==> src/pkg/timer_params.svh <==
// Register map, field positions, reset values and timing counts of the periodic timer
`ifndef TIMER_PARAMS_SVH
`define TIMER_PARAMS_SVH

// ****************************************************************
// Register indices and byte addresses
// ****************************************************************
`define CTRL_INDEX 10'h022
`define COUNT_INDEX 10'h024
`define CTRL_ADDR {`CTRL_INDEX, 2'b00}
`define COUNT_ADDR {`COUNT_INDEX, 2'b00}
`define STATUS_ADDR 12'h0A0
`define MASK_ADDR 12'h0A4

// ****************************************************************
// Field positions
// ****************************************************************
`define CTRL_LEVEL_MSB 10
`define CTRL_LEVEL_LSB 8
`define CTRL_VECTOR_MSB 7
`define CTRL_VECTOR_LSB 0
`define COUNT_PRESCALE_BIT 8
`define COUNT_MODULUS_MSB 7
`define COUNT_MODULUS_LSB 0
`define EVT_EXPIRE_BIT 0
`define EVT_OVERRUN_BIT 1

// ****************************************************************
// Reset values and timing counts
// ****************************************************************
`define CTRL_LEVEL_RESET 3'h0
`define CTRL_VECTOR_RESET 8'h0F
`define COUNT_MODULUS_RESET 8'h00
`define XTAL_EDGES_PER_STEP 2'h3
`define PRESCALE_LAST 9'h1FF
`define STRAP_SAMPLE_CYCLE 2'h2
`define STRAP_DONE 2'h3

`endif

==> src/pkg/timer_types_pkg.sv <==
// State types shared by the periodic timer modules
package timer_types_pkg;

  // Synchroniser chain, last stage used for edge detection
  typedef struct packed {
    logic s1;
    logic s2;
    logic s3;
  } sync_state_t;

  // Crystal quarter counter and optional divide by 512
  typedef struct packed {
    logic [1:0] quarter;
    logic [8:0] pre;
    logic tick;
  } prescale_state_t;

  // Register file, modulus counter, request and bus answer
  typedef struct packed {
    logic [2:0] level;
    logic [7:0] vector;
    logic prescale;
    logic [7:0] modulus;
    logic [7:0] count;
    logic pending;
    logic [1:0] status;
    logic [1:0] mask;
    logic irq;
    logic [2:0] irq_level;
    logic vec_valid;
    logic [7:0] vec;
    logic ext_iack;
    logic [1:0] strap_cnt;
    logic pready;
    logic pslverr;
    logic [31:0] prdata;
  } timer_state_t;

endpackage

==> src/rtl/periodic_timer.sv <==
// Periodic interrupt timer: APB registers, modulus counter and interrupt request
`include "timer_params.svh"
module periodic_timer
  import timer_types_pkg::*;
(
  input logic pclk,
  input logic presetn,
  input logic psel,
  input logic penable,
  input logic pwrite,
  input logic [11:0] paddr,
  input logic [31:0] pwdata,
  output logic [31:0] prdata,
  output logic pready,
  output logic pslverr,
  input logic crystal_input,
  input logic clock_mode_pin,
  input logic iack,
  input logic [2:0] iack_level,
  input logic [2:0] ext_irq_level,
  output logic [2:0] timer_request_level,
  output logic vector_valid,
  output logic [7:0] vector_out,
  output logic ext_iack,
  output logic irq
);

  // ****************************************************************
  // Pin synchronisers and prescaler
  // ****************************************************************
  timer_state_t st;
  timer_state_t next_st;
  logic xtal_rise;
  logic mode_level;
  logic tick;
  logic expire;
  logic overrun;
  logic claim;
  logic wr;
  logic ctrl_wr;
  logic count_wr;

  pin_sync u_xtal_sync (
    .pclk(pclk),
    .presetn(presetn),
    .pin(crystal_input),
    .level(),
    .rise(xtal_rise)
  );

  pin_sync u_mode_sync (
    .pclk(pclk),
    .presetn(presetn),
    .pin(clock_mode_pin),
    .level(mode_level),
    .rise()
  );

  timer_prescaler u_prescaler (
    .pclk(pclk),
    .presetn(presetn),
    .xtal_rise(xtal_rise),
    .prescale_sel(st.prescale),
    .tick(tick)
  );

  // ****************************************************************
  // Register decode and read mux
  // ****************************************************************

  // Address hit: only the four word addresses answer without error
  function automatic logic addr_hit(input logic [11:0] a);
    addr_hit = (a == `CTRL_ADDR) || (a == `COUNT_ADDR) || (a == `STATUS_ADDR) || (a == `MASK_ADDR);
  endfunction

  // Read data; unimplemented bits and unmapped addresses read zero
  function automatic logic [31:0] read_word(input logic [11:0] a, input timer_state_t s);
    read_word = 32'h00000000;
    case (a)
      `CTRL_ADDR: read_word = {21'h000000, s.level, s.vector};
      `COUNT_ADDR: read_word = {23'h000000, s.prescale, s.modulus};
      `STATUS_ADDR: read_word = {30'h00000000, s.status};
      `MASK_ADDR: read_word = {30'h00000000, s.mask};
      default: read_word = 32'h00000000;
    endcase
  endfunction

  // Write commits only at the access edge where pready is high
  assign wr = psel & penable & st.pready & pwrite;
  assign ctrl_wr = wr & (paddr == `CTRL_ADDR);
  assign count_wr = wr & (paddr == `COUNT_ADDR);

  // ****************************************************************
  // Next-state logic
  // ****************************************************************
  always_comb
  begin
    next_st = st;
    expire = 1'b0;
    overrun = 1'b0;
    claim = 1'b0;

    // Bus answer: one wait-free access phase after every setup cycle
    next_st.pready = psel & ~penable;
    next_st.pslverr = 1'b0;
    if (psel && !penable)
    begin
      next_st.prdata = read_word(paddr, st);
      next_st.pslverr = ~addr_hit(paddr);
    end

    // Strap capture waits for the synchroniser to carry the reset-time level
    if (st.strap_cnt != `STRAP_DONE)
      next_st.strap_cnt = st.strap_cnt + 2'h1;
    if (st.strap_cnt == `STRAP_SAMPLE_CYCLE)
      next_st.prescale = ~mode_level;

    // Modulus counter runs whatever the request level is
    if (tick && st.modulus != 8'h00)
    begin
      if (st.count <= 8'h01)
      begin
        next_st.count = st.modulus;
        expire = 1'b1;
      end
      else
        next_st.count = st.count - 8'h01;
    end

    // Register writes; a modulus write restarts the interval from the new value
    if (ctrl_wr)
    begin
      next_st.level = pwdata[`CTRL_LEVEL_MSB:`CTRL_LEVEL_LSB];
      next_st.vector = pwdata[`CTRL_VECTOR_MSB:`CTRL_VECTOR_LSB];
    end
    if (count_wr)
    begin
      next_st.prescale = pwdata[`COUNT_PRESCALE_BIT];
      next_st.modulus = pwdata[`COUNT_MODULUS_MSB:`COUNT_MODULUS_LSB];
      next_st.count = pwdata[`COUNT_MODULUS_MSB:`COUNT_MODULUS_LSB];
    end
    if (wr && paddr == `MASK_ADDR)
      next_st.mask = pwdata[1:0];
    if (wr && paddr == `STATUS_ADDR)
      next_st.status = st.status & ~pwdata[1:0];

    // Acknowledge: timer claims its own level before any external source
    next_st.vec_valid = 1'b0;
    next_st.ext_iack = 1'b0;
    if (iack)
    begin
      if (st.pending && iack_level == st.irq_level)
      begin
        claim = 1'b1;
        next_st.pending = 1'b0;
        next_st.vec_valid = 1'b1;
        next_st.vec = st.vector;
      end
      else
        next_st.ext_iack = (ext_irq_level == iack_level);
    end

    // A fresh expiry wins over the acknowledge that clears the request
    overrun = expire & st.pending & ~claim;
    if (expire && next_st.level != 3'h0)
      next_st.pending = 1'b1;
    if (next_st.level == 3'h0)
      next_st.pending = 1'b0;

    // Sticky events, set beats the write-one clear
    if (expire)
      next_st.status[`EVT_EXPIRE_BIT] = 1'b1;
    if (overrun)
      next_st.status[`EVT_OVERRUN_BIT] = 1'b1;
    next_st.irq = |(next_st.status & next_st.mask);

    next_st.irq_level = next_st.pending ? next_st.level : 3'h0;
  end

  // ****************************************************************
  // State register
  // ****************************************************************

  // Prescale bit is left at zero here and loaded from the strap after release
  always_ff @(posedge pclk or negedge presetn)
  begin
    if (!presetn)
    begin
      st <= '0;
      st.level <= `CTRL_LEVEL_RESET;
      st.modulus <= `COUNT_MODULUS_RESET;
      st.vector <= `CTRL_VECTOR_RESET;
    end
    else
      st <= next_st;
  end

  assign prdata = st.prdata;
  assign pready = st.pready;
  assign pslverr = st.pslverr;
  assign timer_request_level = st.irq_level;
  assign vector_valid = st.vec_valid;
  assign vector_out = st.vec;
  assign ext_iack = st.ext_iack;
  assign irq = st.irq;
endmodule

==> src/rtl/pin_sync.sv <==
// Two-stage synchroniser for a pin, with rising-edge detect after the second stage
module pin_sync
  import timer_types_pkg::*;
(
  input logic pclk,
  input logic presetn,
  input logic pin,
  output logic level,
  output logic rise
);

  sync_state_t st;
  sync_state_t next_st;

  // Shift chain; the first stage feeds only the second
  always_comb
  begin
    next_st = st;
    next_st.s1 = pin;
    next_st.s2 = st.s1;
    next_st.s3 = st.s2;
  end

  always_ff @(posedge pclk or negedge presetn)
  begin
    // Reset high so a pin already high at release gives no false edge
    if (!presetn)
      st <= '1;
    else
      st <= next_st;
  end

  assign level = st.s2;
  assign rise = st.s2 & ~st.s3;

endmodule

==> src/rtl/timer_prescaler.sv <==
// Prescaler: four crystal edges per step, then optional divide by 512
`include "timer_params.svh"
module timer_prescaler
  import timer_types_pkg::*;
(
  input logic pclk,
  input logic presetn,
  input logic xtal_rise,
  input logic prescale_sel,
  output logic tick
);

  prescale_state_t st;
  prescale_state_t next_st;

  // Counts crystal edges; the 512 stage only advances on a full step
  always_comb
  begin
    next_st = st;
    next_st.tick = 1'b0;
    if (xtal_rise)
    begin
      next_st.quarter = st.quarter + 2'h1;
      if (st.quarter == `XTAL_EDGES_PER_STEP)
      begin
        if (!prescale_sel)
          next_st.tick = 1'b1;
        else
        begin
          next_st.pre = st.pre + 9'h001;
          next_st.tick = (st.pre == `PRESCALE_LAST);
        end
      end
    end
  end

  always_ff @(posedge pclk or negedge presetn)
  begin
    if (!presetn)
      st <= '0;
    else
      st <= next_st;
  end

  assign tick = st.tick;
endmodule

==> config.mk <==
export PLATFORM = sky130hd
export DESIGN_NAME = periodic_timer
export DESIGN_NICKNAME = d
export VERILOG_FILES = /design/src/pkg/timer_types_pkg.sv /design/src/rtl/periodic_timer.sv /design/src/rtl/pin_sync.sv /design/src/rtl/timer_prescaler.sv
export VERILOG_INCLUDE_DIRS = /design/src /design/src/pkg
export SDC_FILE = /design/constraint.sdc
export NUM_CORES = 1
export LEC_CHECK = 0
export BUFFER_PORTS_ARGS = -buffer_cell sky130_fd_sc_hd__buf_2
export CAP_MARGIN = 20
export CORE_UTILIZATION = 57
export CTS_CLUSTER_DIAMETER = 30
export DETAILED_ROUTE_END_ITERATION = 8
export PLACE_DENSITY = 0.88
export SETUP_SLACK_MARGIN = 0.2
export SYNTH_ARGS = -nofsm -noshare
export SYNTH_HDL_FRONTEND = slang
export SYNTH_SLANG_ARGS = --single-unit
==> constraint.sdc <==
create_clock -name pclk -period 2.8 [get_ports pclk]
set_input_delay 0.56 -clock pclk [delete_from_list [all_inputs] [get_ports pclk]]
set_output_delay 0.56 -clock pclk [all_outputs]
set_load 0.02 [all_outputs]
# Word-level counts from Yosys, hierarchy flattened
# Index checks and enable logic that the tools add are counted.
# totals
word_cells	101
inputBits	58
ff_bits	100
output_inout_bits	48
# op_classes
bitwise	17
n_reduce_logical	18
n_mux	26
eq_ne	10
order_cmp	1
addsub	4
# ops
operator	n
12-bit by 8-bit == test with 1-bit output, second input constant	4
11-bit case mux with 4 select lines	1
33-bit 2-to-1 mux	1
17-bit 2-to-1 mux	1
8-bit 2-to-1 mux	2
1-bit 2-to-1 mux	15
11-bit 2-to-1 mux	1
10-bit 2-to-1 mux	1
9-bit by 1-bit adder with 9-bit output, second input constant	1
1-bit AND	9
9-bit == test, second input constant	1
9-bit 2-to-1 mux	1
8-bit by 1-bit <= comparator with 1-bit output, second input constant	1
8-bit nonzero test	1
8-bit by 1-bit subtractor with 8-bit output, second input constant	1
3-bit == test	2
1-bit logical AND	6
1-bit NOT	5
2-bit by 1-bit adder with 2-bit output, second input constant	2
2-bit AND	2
2-bit == test, second input constant	2
2-bit 2-to-1 mux	2
2-bit nonzero test	2
3-bit logical NOT	1
other kinds (9)	11

# Logic depth before layout (Yosys ltp)
# Gate-level depths: netlist of run 1.
# depth
depth_word	10
depth_mapped	8
depth_no_buf	7

# Modules after synthesis
# A second synthesis of run 1 with hierarchy kept.
# hier_totals
cells_unflattened	373
hier_area_um2	3993.8
# by_module_without_submodules
module	area_each_um2	cells_each	instances	seq_area_each_um2
periodic_timer	3275.6	321	1	1556.5
timer_prescaler	533.0	44	1	300.3
pin_sync	92.6	4	2	78.8

# Least setup slack after synthesis of run 1
# OpenSTA, ideal clock, no wires.
# synth_path
path_type	input -> register
startpoint	input port paddr[9]
endpoint	register st[57] (netlist bit)
setup_slack_ps	468
path_stages	7
setup_time_ps	121
required_ps	2679
path_buffers	2
arrival_time_ps	2211
cell_sequence	or4_4 > or2_1 > buf_6 > or4_4 > buf_6 > o211ai_2 > o21ai_2
# synth_between
elab_chain_len	3
word_cells_on_any_way	4
cone_classes	eq/ne: 1; mux: 1; bitwise: 1; reduce/logical: 1
# synth_rtl
element	line	source
start: declaration	periodic_timer.sv:11	input logic [11:0] paddr,
12-bit by 8-bit == test with 1-bit output (*)	--	
1-bit AND (*)	periodic_timer.sv:91	assign count_wr = wr & (paddr == `COUNT_ADDR);
17-bit 2-to-1 mux or 2-bit nonzero test (tied branches)	--	
end signal: assignment	periodic_timer.sv:195	st <= next_st;
end: declaration	periodic_timer.sv:31	timer_state_t st;
# Every way passes the cells marked *; elsewhere a longest branch is shown, timed or not.
# A chain may end at the register's enable or synchronous reset.

==> results by group, run 1 <==
Status
  – Status: complete, no violations

Synthesis
  – Post-synth cell types: 53
  – Post-Syn Area per Cell: 10.90 µm²
  – Post-synthesis cell count: 366
  – Most common cell in the synthesized netlist: sky130_fd_sc_hd__dfrtp_1
  – Number of enable-type register cells in the synthesized netlist: 0
  – Area contributors post-synth: sky130_fd_sc_hd__dfrtp_1 44%, sky130_fd_sc_hd__buf_4 8.1%, sky130_fd_sc_hd__mux2_2 6.8%
  – Main synth FF type: sky130_fd_sc_hd__dfrtp_1
  – Async set or reset register ratio after synthesis: 1.000
  – Seq/Total Area, Yosys: 0.4983
  – Number of warnings printed during yosys synthesis: 0
  – Post-synth top area cell: sky130_fd_sc_hd__dfrtp_1
  – Number of flip-flops and latches in the synthesized netlist: 79
  – Share of the synthesized area in the top cell type: 0.4390
  – Synthesized area: 3990 µm²
  – Leading post-synthesis cells by instance count: 70 x sky130_fd_sc_hd__dfrtp_1, 43 x sky130_fd_sc_hd__buf_4, 39 x sky130_fd_sc_hd__nand2_1, 24 x sky130_fd_sc_hd__mux2_2, 18 x sky130_fd_sc_hd__a22o_1

Routing
  – Met3 WL: 477 µm
  – Met2 WL post-DR: 3767 µm
  – Antenna Nets Post-Route: 0
  – Final wirelength: 7645 µm
  – Initial DRT Pass Iterations: 5
  – DR DRC count: 0
  – Via count: 2824
  – Number of DRC markers after the initial detailed-route iteration: 196
  – Via-per-instance ratio: 5.526
  – Per-cell routed wire length: 14.96 µm
  – Highest routed metal layer: met4
  – Met1 wire length: 3261 µm

STA
  – Final period utilization: 0.7820
  – Post-route setup TNS: 0 ns
  – Unrepaired setup endpoints after global routing: no
  – Count of final max-slew check failures: 0
  – Post-route worst setup slack: 0.6105 ns
  – Slew HR: 0.3633
  – Max frequency: 456.7 MHz
  – Worst-margin pin slew: 0.9551 ns
  – Clock skew: 0.01084 ns
  – Final setup violation count: 0
  – Count of endpoints failing hold in the final timing report: 0
  – Final worst hold slack: 0.3085 ns
  – Min Tclk post-route: 2.190 ns

Floorplan
  – Die area: 7338 µm²
  – Die Ht: 85.67 µm
  – Top-Level Pins: 106
  – Die width: 85.67 µm
  – Starting density of the core: 0.5873
  – Standard-cell row count: 30
  – Total core area: 6794 µm²

Critical path
  – R2R Path Start: st[55]
  – Maximum net fanout on the critical path: 7
  – Worst Path Required: 3.08 ns
  – Worst setup path category: flop to flop
  – Type of origin of the critical path: flop
  – CP Data Arrival Time: 2.47 ns
  – Setup slack on the worst flop-to-flop path: 0.61 ns
  – Reg-to-Reg End: irq
  – Register-to-Register Path Depth: 7
  – Element type at the critical path end: flop

Layout
  – Synth-to-layout area growth: 9.125%
  – Multi-input gate area: 1659 µm²
  – Final layout net count: 475
  – Final cell count without fillers: 511
  – Final Util: 0.6409
  – Count of inserted antenna diode cells: 0
  – Number of filler instances in the final layout: 504
  – FF/Latch Area: 1988 µm²
  – Post-route cell area: 4354 µm²
  – Fraction of layout cells with a size suffix above 1: 0.3036

Place
  – Buffers on Ports: 63
  – Placed insts: 495
  – Placer's final routability congestion estimate: 0.9346
  – Instance area at placement: 4156 µm²
  – Final HPWL from detailed placement: 5694 µm
  – Worst slack after detailed placement: 0.2720 ns

CTS
  – Maximum level of the CTS H-tree: 3
  – Max clock buf depth: 2
  – Clock root cell: sky130_fd_sc_hd__clkbuf_8
  – TritonCTS clock tree: done
  – Clk slew on worst S/H paths: 0.08 ns
  – Number of sinks handled by clock tree synthesis: 79
  – Num CTS Buffers: 9
  – Quantity of gates resized following cts: 0
  – Number of buffers added for setup after CTS: 0
  – Count of hold buffers inserted by post-cts repair: 0
  – Clock insertion delay at the later pin of the skew report: 0.35 ns

Job
  – Max-cap violations: 0

Global routing
  – Wire length of the first global-routing pass: 12900 µm
  – Pin count of the biggest net entering global routing: 80
  – Overall routing resource usage: 0.2258
  – Residual overflow from global routing: 0
  – Via count of the first global-routing pass: 2741
  – Initial antenna violation count: 0

Min path
  – Hold WC Path Type: primary input to flop
  – Hold path depth: 1
  – Worst Min Path Start: crystal_input
  – Worst hold endpoint: u_xtal_sync.next_st[1]

Power and ir drop
  – Static leakage: 2.175 nW
  – PwrDens: 590.4 nW/µm²
  – Pwr Total: 2.571 mW
  – IR Drop Worst-Case VDD: 364.6 µV
[layout by cell type (no fill, tap or decap), types with 3 or more instances in the layout]
cell | Yosys | layout
sky130_fd_sc_hd__o21a_1 | 6 | 6
sky130_fd_sc_hd__nand2b_1 | 3 | 3
sky130_fd_sc_hd__buf_4 | 43 | 6
sky130_fd_sc_hd__clkbuf_8 | 0 | 10
sky130_fd_sc_hd__nor4_1 | 5 | 5
sky130_fd_sc_hd__mux2_2 | 24 | 24
sky130_fd_sc_hd__a22o_1 | 18 | 18
sky130_fd_sc_hd__a21oi_1 | 9 | 9
sky130_fd_sc_hd__nand3_1 | 8 | 8
sky130_fd_sc_hd__nor3_1 | 7 | 7
sky130_fd_sc_hd__dfstp_2 | 9 | 9
sky130_fd_sc_hd__xnor2_1 | 11 | 11
sky130_fd_sc_hd__o21ai_0 | 12 | 12
sky130_fd_sc_hd__nand2_1 | 39 | 39
sky130_fd_sc_hd__dfrtp_1 | 70 | 70
sky130_fd_sc_hd__a21o_1 | 3 | 3
sky130_fd_sc_hd__conb_1 | 1 | 21
sky130_fd_sc_hd__a211oi_1 | 4 | 4
sky130_fd_sc_hd__inv_1 | 9 | 9
sky130_fd_sc_hd__or3_1 | 5 | 5
sky130_fd_sc_hd__or4_1 | 3 | 3
sky130_fd_sc_hd__ha_1 | 7 | 7
sky130_fd_sc_hd__buf_2 | 1 | 62
sky130_fd_sc_hd__nand4_1 | 7 | 7
sky130_fd_sc_hd__xor2_1 | 6 | 6
sky130_fd_sc_hd__nor2_1 | 14 | 14
[how the worst max path moves through the flow]
| stage | start | end | cells after the start |
|---|---|---|---|
| floorplan | paddr[9] | st[57] | 7 |
| global placement | paddr[2] | timer_request_level[2] | 6 |
| detailed placement | paddr[2] | timer_request_level[2] | 6 |
| CTS | st[58] | irq | 5 |
| global route | st[57] | irq | 5 |
| finish | st[55] | irq | 7 |
[flip-flops by register name, indices dropped and copies added, names as in the netlist, 3 cells and up]
name,cells
timer_request_level,3
st,35
vector_out,8
prdata,11
u_prescaler.st,11
[final cells by class]
cell class / count / area share
Sequential cell: 79 / 0.4566
Tap cell: 96 / 0.02759
Inverter: 9 / 0.007759
Clock buffer: 11 / 0.03247
Clock inverter: 5 / 0.01293
Timing Repair Buffer: 68 / 0.08161
Multi-Input combinational cell: 243 / 0.3810
[worst max-delay path, cell delays in order (launching register included)]
cell                      delay, ns
sky130_fd_sc_hd__dfrtp_1       0.42
sky130_fd_sc_hd__inv_1         0.09
sky130_fd_sc_hd__ha_1          0.26
sky130_fd_sc_hd__nor2_1        0.13
sky130_fd_sc_hd__or3_1         0.51
sky130_fd_sc_hd__nor2_2        0.34
sky130_fd_sc_hd__a22o_1        0.24
sky130_fd_sc_hd__a22o_1        0.15
[metal layers]
layer,GRT usage,vias up
li1,-,1320
met1,0.2867,1385
met2,0.3731,107
met3,0.05679,12
met4,0.08788,0
met5,0,-
[report_power, final]
part / internal [mW] / total (mW) / switching [mW]
Clock: 0.436 / 0.833 / 0.397
Combinational: 0.176 / 0.426 / 0.251
Sequential: 1.23 / 1.31 / 0.0819
[cell families (layout without fill, tap and decap cells)]
group / after synthesis / in the layout / share of synthesized area
compound gates: 62 / 62 / 0.1110
xor+xnor: 17 / 17 / 0.03732
fa+ha+maj: 7 / 7 / 0.02195
buf+inv: 64 / 93 / 0.1047
flops: 79 / 79 / 0.4983
mux: 26 / 26 / 0.07306
other cells: 1 / 21 / 0.0009398
simple gates: 110 / 110 / 0.1527
Note: power is estimated with default switching activity, not from simulation.
==> run 2, diff against run 1 <==
--- a/config.mk
+++ b/config.mk
@@ -8,10 +8,10 @@
 export LEC_CHECK = 0
 export BUFFER_PORTS_ARGS = -buffer_cell sky130_fd_sc_hd__buf_2
 export CAP_MARGIN = 20
-export CORE_UTILIZATION = 57
+export CORE_UTILIZATION = 53
 export CTS_CLUSTER_DIAMETER = 30
 export DETAILED_ROUTE_END_ITERATION = 8
-export PLACE_DENSITY = 0.88
+export PLACE_DENSITY = 0.83
 export SETUP_SLACK_MARGIN = 0.2
 export SYNTH_ARGS = -nofsm -noshare
 export SYNTH_HDL_FRONTEND = slang
==> constraint.sdc (replaced) <==
create_clock -name pclk -period 2.2 [get_ports pclk]
set_input_delay 0.44 -clock pclk [delete_from_list [all_inputs] [get_ports pclk]]
set_output_delay 0.44 -clock pclk [all_outputs]
set_load 0.02 [all_outputs]
==> results by group, run 2 (synthesized netlist as in run 1, its figures left out) <==
Critical path
  – CP Data Arrival Time: 2.14 ns
  – Type of origin of the critical path: primary input
  – Delay-heaviest family, CP: simple AND/OR/NAND/NOR gates
  – Most frequent cell on the critical path: sky130_fd_sc_hd__o21ai_0
  – Maximum single-stage delay on the critical path: 0.57 ns
  – Slowest library cell on the worst path: sky130_fd_sc_hd__or4_1
  – Buffers plus inverters on the worst setup path: 1
  – Worst setup path category: primary input to flop
  – Cell Chain, Critical Path: buf_2 -> or4_4 -> or2_1 -> or4_1 -> o21ai_0 -> o21ai_0
  – Register-to-Register Path Depth: 5
  – Worst Path Required: 2.42 ns
  – Element type at the critical path end: flop
  – Crit. path cell count: 6
  – Maximum net fanout on the critical path: 4

Place
  – Placer's final routability congestion estimate: 0.9103
  – Final HPWL from detailed placement: 5981 µm
  – Buffers on Ports: 63

Power and ir drop
  – Pwr Total: 3.294 mW
  – PwrDens: 723.0 nW/µm²
  – IR Drop Worst-Case VDD: 361.6 µV
  – Static leakage: 2.286 nW

CTS
  – Maximum level of the CTS H-tree: 3
  – Num CTS Buffers: 9
  – Clock insertion delay at the later pin of the skew report: 0.35 ns
  – Number of sinks handled by clock tree synthesis: 79
  – Clk slew on worst S/H paths: 0.08 ns
  – Max clock buf depth: 2
  – Clock root cell: sky130_fd_sc_hd__clkbuf_8
  – Count of hold buffers inserted by post-cts repair: 0
  – TritonCTS clock tree: done
  – Number of buffers added for setup after CTS: 0

STA
  – Slew HR: 0.6156
  – Count of final max-slew check failures: 0
  – Final worst hold slack: 0.05608 ns
  – Min Tclk post-route: 1.916 ns
  – Worst-margin pin slew: 0.5715 ns
  – Final period utilization: 0.8707
  – Unrepaired setup endpoints after global routing: no
  – Count of endpoints failing hold in the final timing report: 0
  – Clock skew: 0.01153 ns
  – Final setup violation count: 0
  – Max frequency: 522.0 MHz

Global routing
  – Via count of the first global-routing pass: 2759
  – Pin count of the biggest net entering global routing: 41
  – Initial antenna violation count: 0
  – Residual overflow from global routing: 0
  – Wire length of the first global-routing pass: 12990 µm
  – Overall routing resource usage: 0.2207

Layout
  – Number of flip-flops under the largest register name: 35
  – Final Util: 0.6281
  – Final layout net count: 498
  – Count of inserted antenna diode cells: 0
  – Synth-to-layout area growth: 14.17%
  – Commonest cells after routing, fill and taps aside: 70 x sky130_fd_sc_hd__dfrtp_1, 62 x sky130_fd_sc_hd__buf_2, 39 x sky130_fd_sc_hd__nand2_1
  – Fraction of layout cells with a size suffix above 1: 0.3516
  – Largest reg by FF count: st
  – Commonest non-fill, non-tap cell in the layout: sky130_fd_sc_hd__dfrtp_1

Routing
  – DR DRC count: 0
  – Initial DRT Pass Iterations: 4
  – Per-cell routed wire length: 15.03 µm
  – Via count: 2870
  – Number of DRC markers after the initial detailed-route iteration: 187
  – Antenna Nets Post-Route: 0
  – Final wirelength: 8069 µm
  – Via-per-instance ratio: 5.345

Floorplan
  – Die Ht: 88.77 µm
  – Die width: 88.77 µm
  – Die area: 7879 µm²
  – Top-Level Pins: 106
  – Total core area: 7253 µm²
  – Standard-cell row count: 31
  – Starting density of the core: 0.5501

Job
  – Max-cap violations: 0

Status
  – Status: complete, no violations

Min path
  – Hold WC Path Type: primary input to async pin
## run 2: worst paths after layout
| kind | slack (ns) | from | to |
|---|---|---|---|
| setup / recovery | 0.28 | paddr[9] | st[61] |
| hold / removal | 0.06 | presetn | irq |
| setup reg to reg | 0.29 | st[60] | irq |
| max in group asynchronous | 1.48 | presetn | u_mode_sync.next_st[1] |
| hold reg to reg | 0.36 | u_mode_sync.next_st[1] | u_mode_sync.level |
| min in group pclk | 0.18 | crystal_input | u_xtal_sync.next_st[1] |
## run 2: where the power goes
| group | internal, mW | switching (mW) | total, mW |
|---|---|---|---|
| combinational | 0.272 | 0.350 | 0.621 |
| sequential | 1.56 | 0.103 | 1.67 |
| clock | 0.474 | 0.531 | 1.00 |
| total | 2.31 | 0.984 | 3.29 |
## run 2: timing repair
item | in CTS | in global routing
gates resized for setup | 1 | 5
pin swaps | 0 | 0
setup endpoints to repair | 1 | 17
## run 2: metal layers
metal	GRT usage	wire length, µm	vias up
met5	0	0	-
met2	0.3790	4162	83
met1	0.2716	3392	1401
li1	-	-	1373
met4	0.09238	161	0
met3	0.04384	353	13
## run 2: area by class of cell
class,count,area (µm²)
fillers,543,2698
flip-flops and latches,79,1988
multi-input cells,243,1684
repair buffers,91,540.5
clock buffers,12,155.1
well taps,99,123.9
inverters,9,33.78
clock inverters,4,30.03
## run 2: per-stage QoR
| step | setup TNS (ns) | cell area, µm² | instances | worst slack, ns |
|---|---|---|---|---|
| CTS | 0 | 4536 | 537 | 0.2217 |
| finish | 0 | 4556 | 537 | 0.2844 |
| floorplan | -0.01639 | 4065 | 386 | -0.01161 |
| global placement | -0.3902 | 4345 | 521 | -0.03829 |
| global route | 0 | 4556 | 537 | 0.1790 |
| detailed placement | -1.182 | 4345 | 521 | -0.1223 |
==> run 3, diff against run 2 <==
--- a/config.mk
+++ b/config.mk
@@ -8,6 +8,7 @@
 export LEC_CHECK = 0
 export BUFFER_PORTS_ARGS = -buffer_cell sky130_fd_sc_hd__buf_2
 export CAP_MARGIN = 20
+export CORE_ASPECT_RATIO = 1.5
 export CORE_UTILIZATION = 53
 export CTS_CLUSTER_DIAMETER = 30
 export DETAILED_ROUTE_END_ITERATION = 8
==> results by group, run 3 (synthesized netlist as in run 1, its figures left out) <==
Critical path
  – Setup slack on the worst flop-to-flop path: 0.28 ns
  – Element type at the critical path end: flop
  – Buffers plus inverters on the worst setup path: 0
  – Beginning of the critical path: st[70]
  – Reg-to-Reg End: irq
  – Cell Chain, Critical Path: or4_1 -> o21ai_2 -> nor2_4 -> a22o_1 -> a22o_1
  – Type of origin of the critical path: flop
  – Register-to-Register Path Depth: 5
  – Most frequent cell on the critical path: sky130_fd_sc_hd__a22o_1
  – CP Data Arrival Time: 2.17 ns
  – Delay-heaviest family, CP: compound AO/OA/AOI/OAI gates
  – R2R Path Start: st[70]
  – Maximum net fanout on the critical path: 4
  – Worst setup path endpoint: irq
  – Maximum single-stage delay on the critical path: 0.59 ns
  – Slowest library cell on the worst path: sky130_fd_sc_hd__or4_1
  – Crit. path cell count: 5
  – Worst Path Required: 2.44 ns
  – Worst setup path category: flop to flop

Layout
  – Largest reg by FF count: st
  – Commonest cells after routing, fill and taps aside: 69 x sky130_fd_sc_hd__dfrtp_1, 62 x sky130_fd_sc_hd__buf_2, 39 x sky130_fd_sc_hd__nand2_1
  – Fraction of layout cells with a size suffix above 1: 0.3597
  – Final Util: 0.6373
  – Final layout net count: 502
  – Synth-to-layout area growth: 16.18%
  – Post-route cell area: 4636 µm²
  – Commonest non-fill, non-tap cell in the layout: sky130_fd_sc_hd__dfrtp_1
  – Count of inserted antenna diode cells: 0
  – Final cell count without fillers: 542
  – Number of flip-flops under the largest register name: 35

Routing
  – Via-per-instance ratio: 5.310
  – Antenna Nets Post-Route: 0
  – Initial DRT Pass Iterations: 4
  – Per-cell routed wire length: 15.07 µm
  – DR DRC count: 0
  – Final wirelength: 8167 µm
  – Number of DRC markers after the initial detailed-route iteration: 178
  – Via count: 2878

CTS
  – Clock insertion delay at the later pin of the skew report: 0.37 ns
  – TritonCTS clock tree: done
  – Number of buffers added for setup after CTS: 0
  – Maximum level of the CTS H-tree: 3
  – Count of hold buffers inserted by post-cts repair: 0
  – Max clock buf depth: 2
  – Number of sinks handled by clock tree synthesis: 79
  – Clock root cell: sky130_fd_sc_hd__clkbuf_8
  – Num CTS Buffers: 9
  – Clk slew on worst S/H paths: 0.08 ns

STA
  – Count of endpoints failing hold in the final timing report: 0
  – Worst-margin pin slew: 0.6863 ns
  – Post-route worst setup slack: 0.2794 ns
  – Clock skew: 0.009453 ns
  – Final period utilization: 0.8730
  – Min Tclk post-route: 1.921 ns
  – Final worst hold slack: 0.06511 ns
  – Max frequency: 520.7 MHz
  – Unrepaired setup endpoints after global routing: no
  – Slew HR: 0.5383
  – Final setup violation count: 0
  – Count of final max-slew check failures: 0
  – Post-route setup TNS: 0 ns

Power and ir drop
  – IR Drop Worst-Case VDD: 548.0 µV
  – PwrDens: 744.8 nW/µm²
  – Pwr Total: 3.453 mW
  – Static leakage: 2.323 nW

Global routing
  – Pin count of the biggest net entering global routing: 44
  – Wire length of the first global-routing pass: 13370 µm
  – Initial antenna violation count: 0
  – Overall routing resource usage: 0.2300
  – Residual overflow from global routing: 0
  – Via count of the first global-routing pass: 2854

Place
  – Instance area at placement: 4389 µm²
  – Placed insts: 526
  – Buffers on Ports: 63
  – Placer's final routability congestion estimate: 0.9148
  – Worst slack after detailed placement: -0.1312 ns
  – Final HPWL from detailed placement: 6203 µm

Floorplan
  – Die Ht: 108.3 µm
  – Standard-cell row count: 38
  – Total core area: 7274 µm²
  – Starting density of the core: 0.5485
  – Die area: 7887 µm²
  – Top-Level Pins: 106
  – Die width: 72.85 µm

Job
  – Max-cap violations: 0

Status
  – Status: complete, no violations

Min path
  – Hold WC Path Type: primary input to async pin
run 3: changes by cell type in the layout (fill, tap and decap cells not counted), sizes merged:
cell    previous run  this run
buf               91        95
bufinv             0         1
clkinv             3         1
inv                9        10
run 3: repair_timing:
item	CTS	global route
endpoints found under the hold margin	0	0
gates resized for setup	1	6
endpoints found under the setup margin	1	8
run 3: worst register-to-register path: stages, from the launching register on:
cell	delay (ns)
sky130_fd_sc_hd__dfrtp_1	0.42
sky130_fd_sc_hd__or4_1	0.59
sky130_fd_sc_hd__o21ai_2	0.24
sky130_fd_sc_hd__nor2_4	0.08
sky130_fd_sc_hd__a22o_1	0.26
sky130_fd_sc_hd__a22o_1	0.20
run 3: routing by layer:
| metal | track usage | routed length, µm | share of wire |
|---|---|---|---|
| met3 | 0.05405 | 294 | 0.036 |
| met4 | 0.1162 | 194 | 0.024 |
| met2 | 0.4045 | 4482 | 0.55 |
| met5 | 0 | 0 | 0 |
| met1 | 0.2557 | 3195 | 0.39 |
run 3: cell type report:
type                            count  area, µm²
Clock buffer                       12      165.2
Clock inverter                      4      51.30
Fill cell                         603       2639
Inverter                            9      33.78
Multi-Input combinational cell    243       1688
Sequential cell                    79       1989
Tap cell                          100      125.1
Timing Repair Buffer               95      583.1
run 3: worst min path at each step:
stage / slack [ns] / cells past startpoint / start / endpoint
after floorplan: 0.14 / 0 / presetn / ext_iack
after global placement: 0.35 / 0 / u_xtal_sync.next_st[1] / u_xtal_sync.level
after detailed placement: 0.35 / 0 / u_mode_sync.next_st[1] / u_mode_sync.level
after CTS: 0.07 / 1 / presetn / st[68]
after global routing: 0.1 / 1 / presetn / st[68]
final: 0.07 / 1 / presetn / vector_out[3]
run 3: where the power goes:
part | switching [mW] | internal [mW] | leakage (nW)
sequential | 0.105 | 1.57 | 1.03
clock | 0.532 | 0.619 | 0.109
combinational | 0.344 | 0.286 | 1.18
total | 0.981 | 2.47 | 2.32
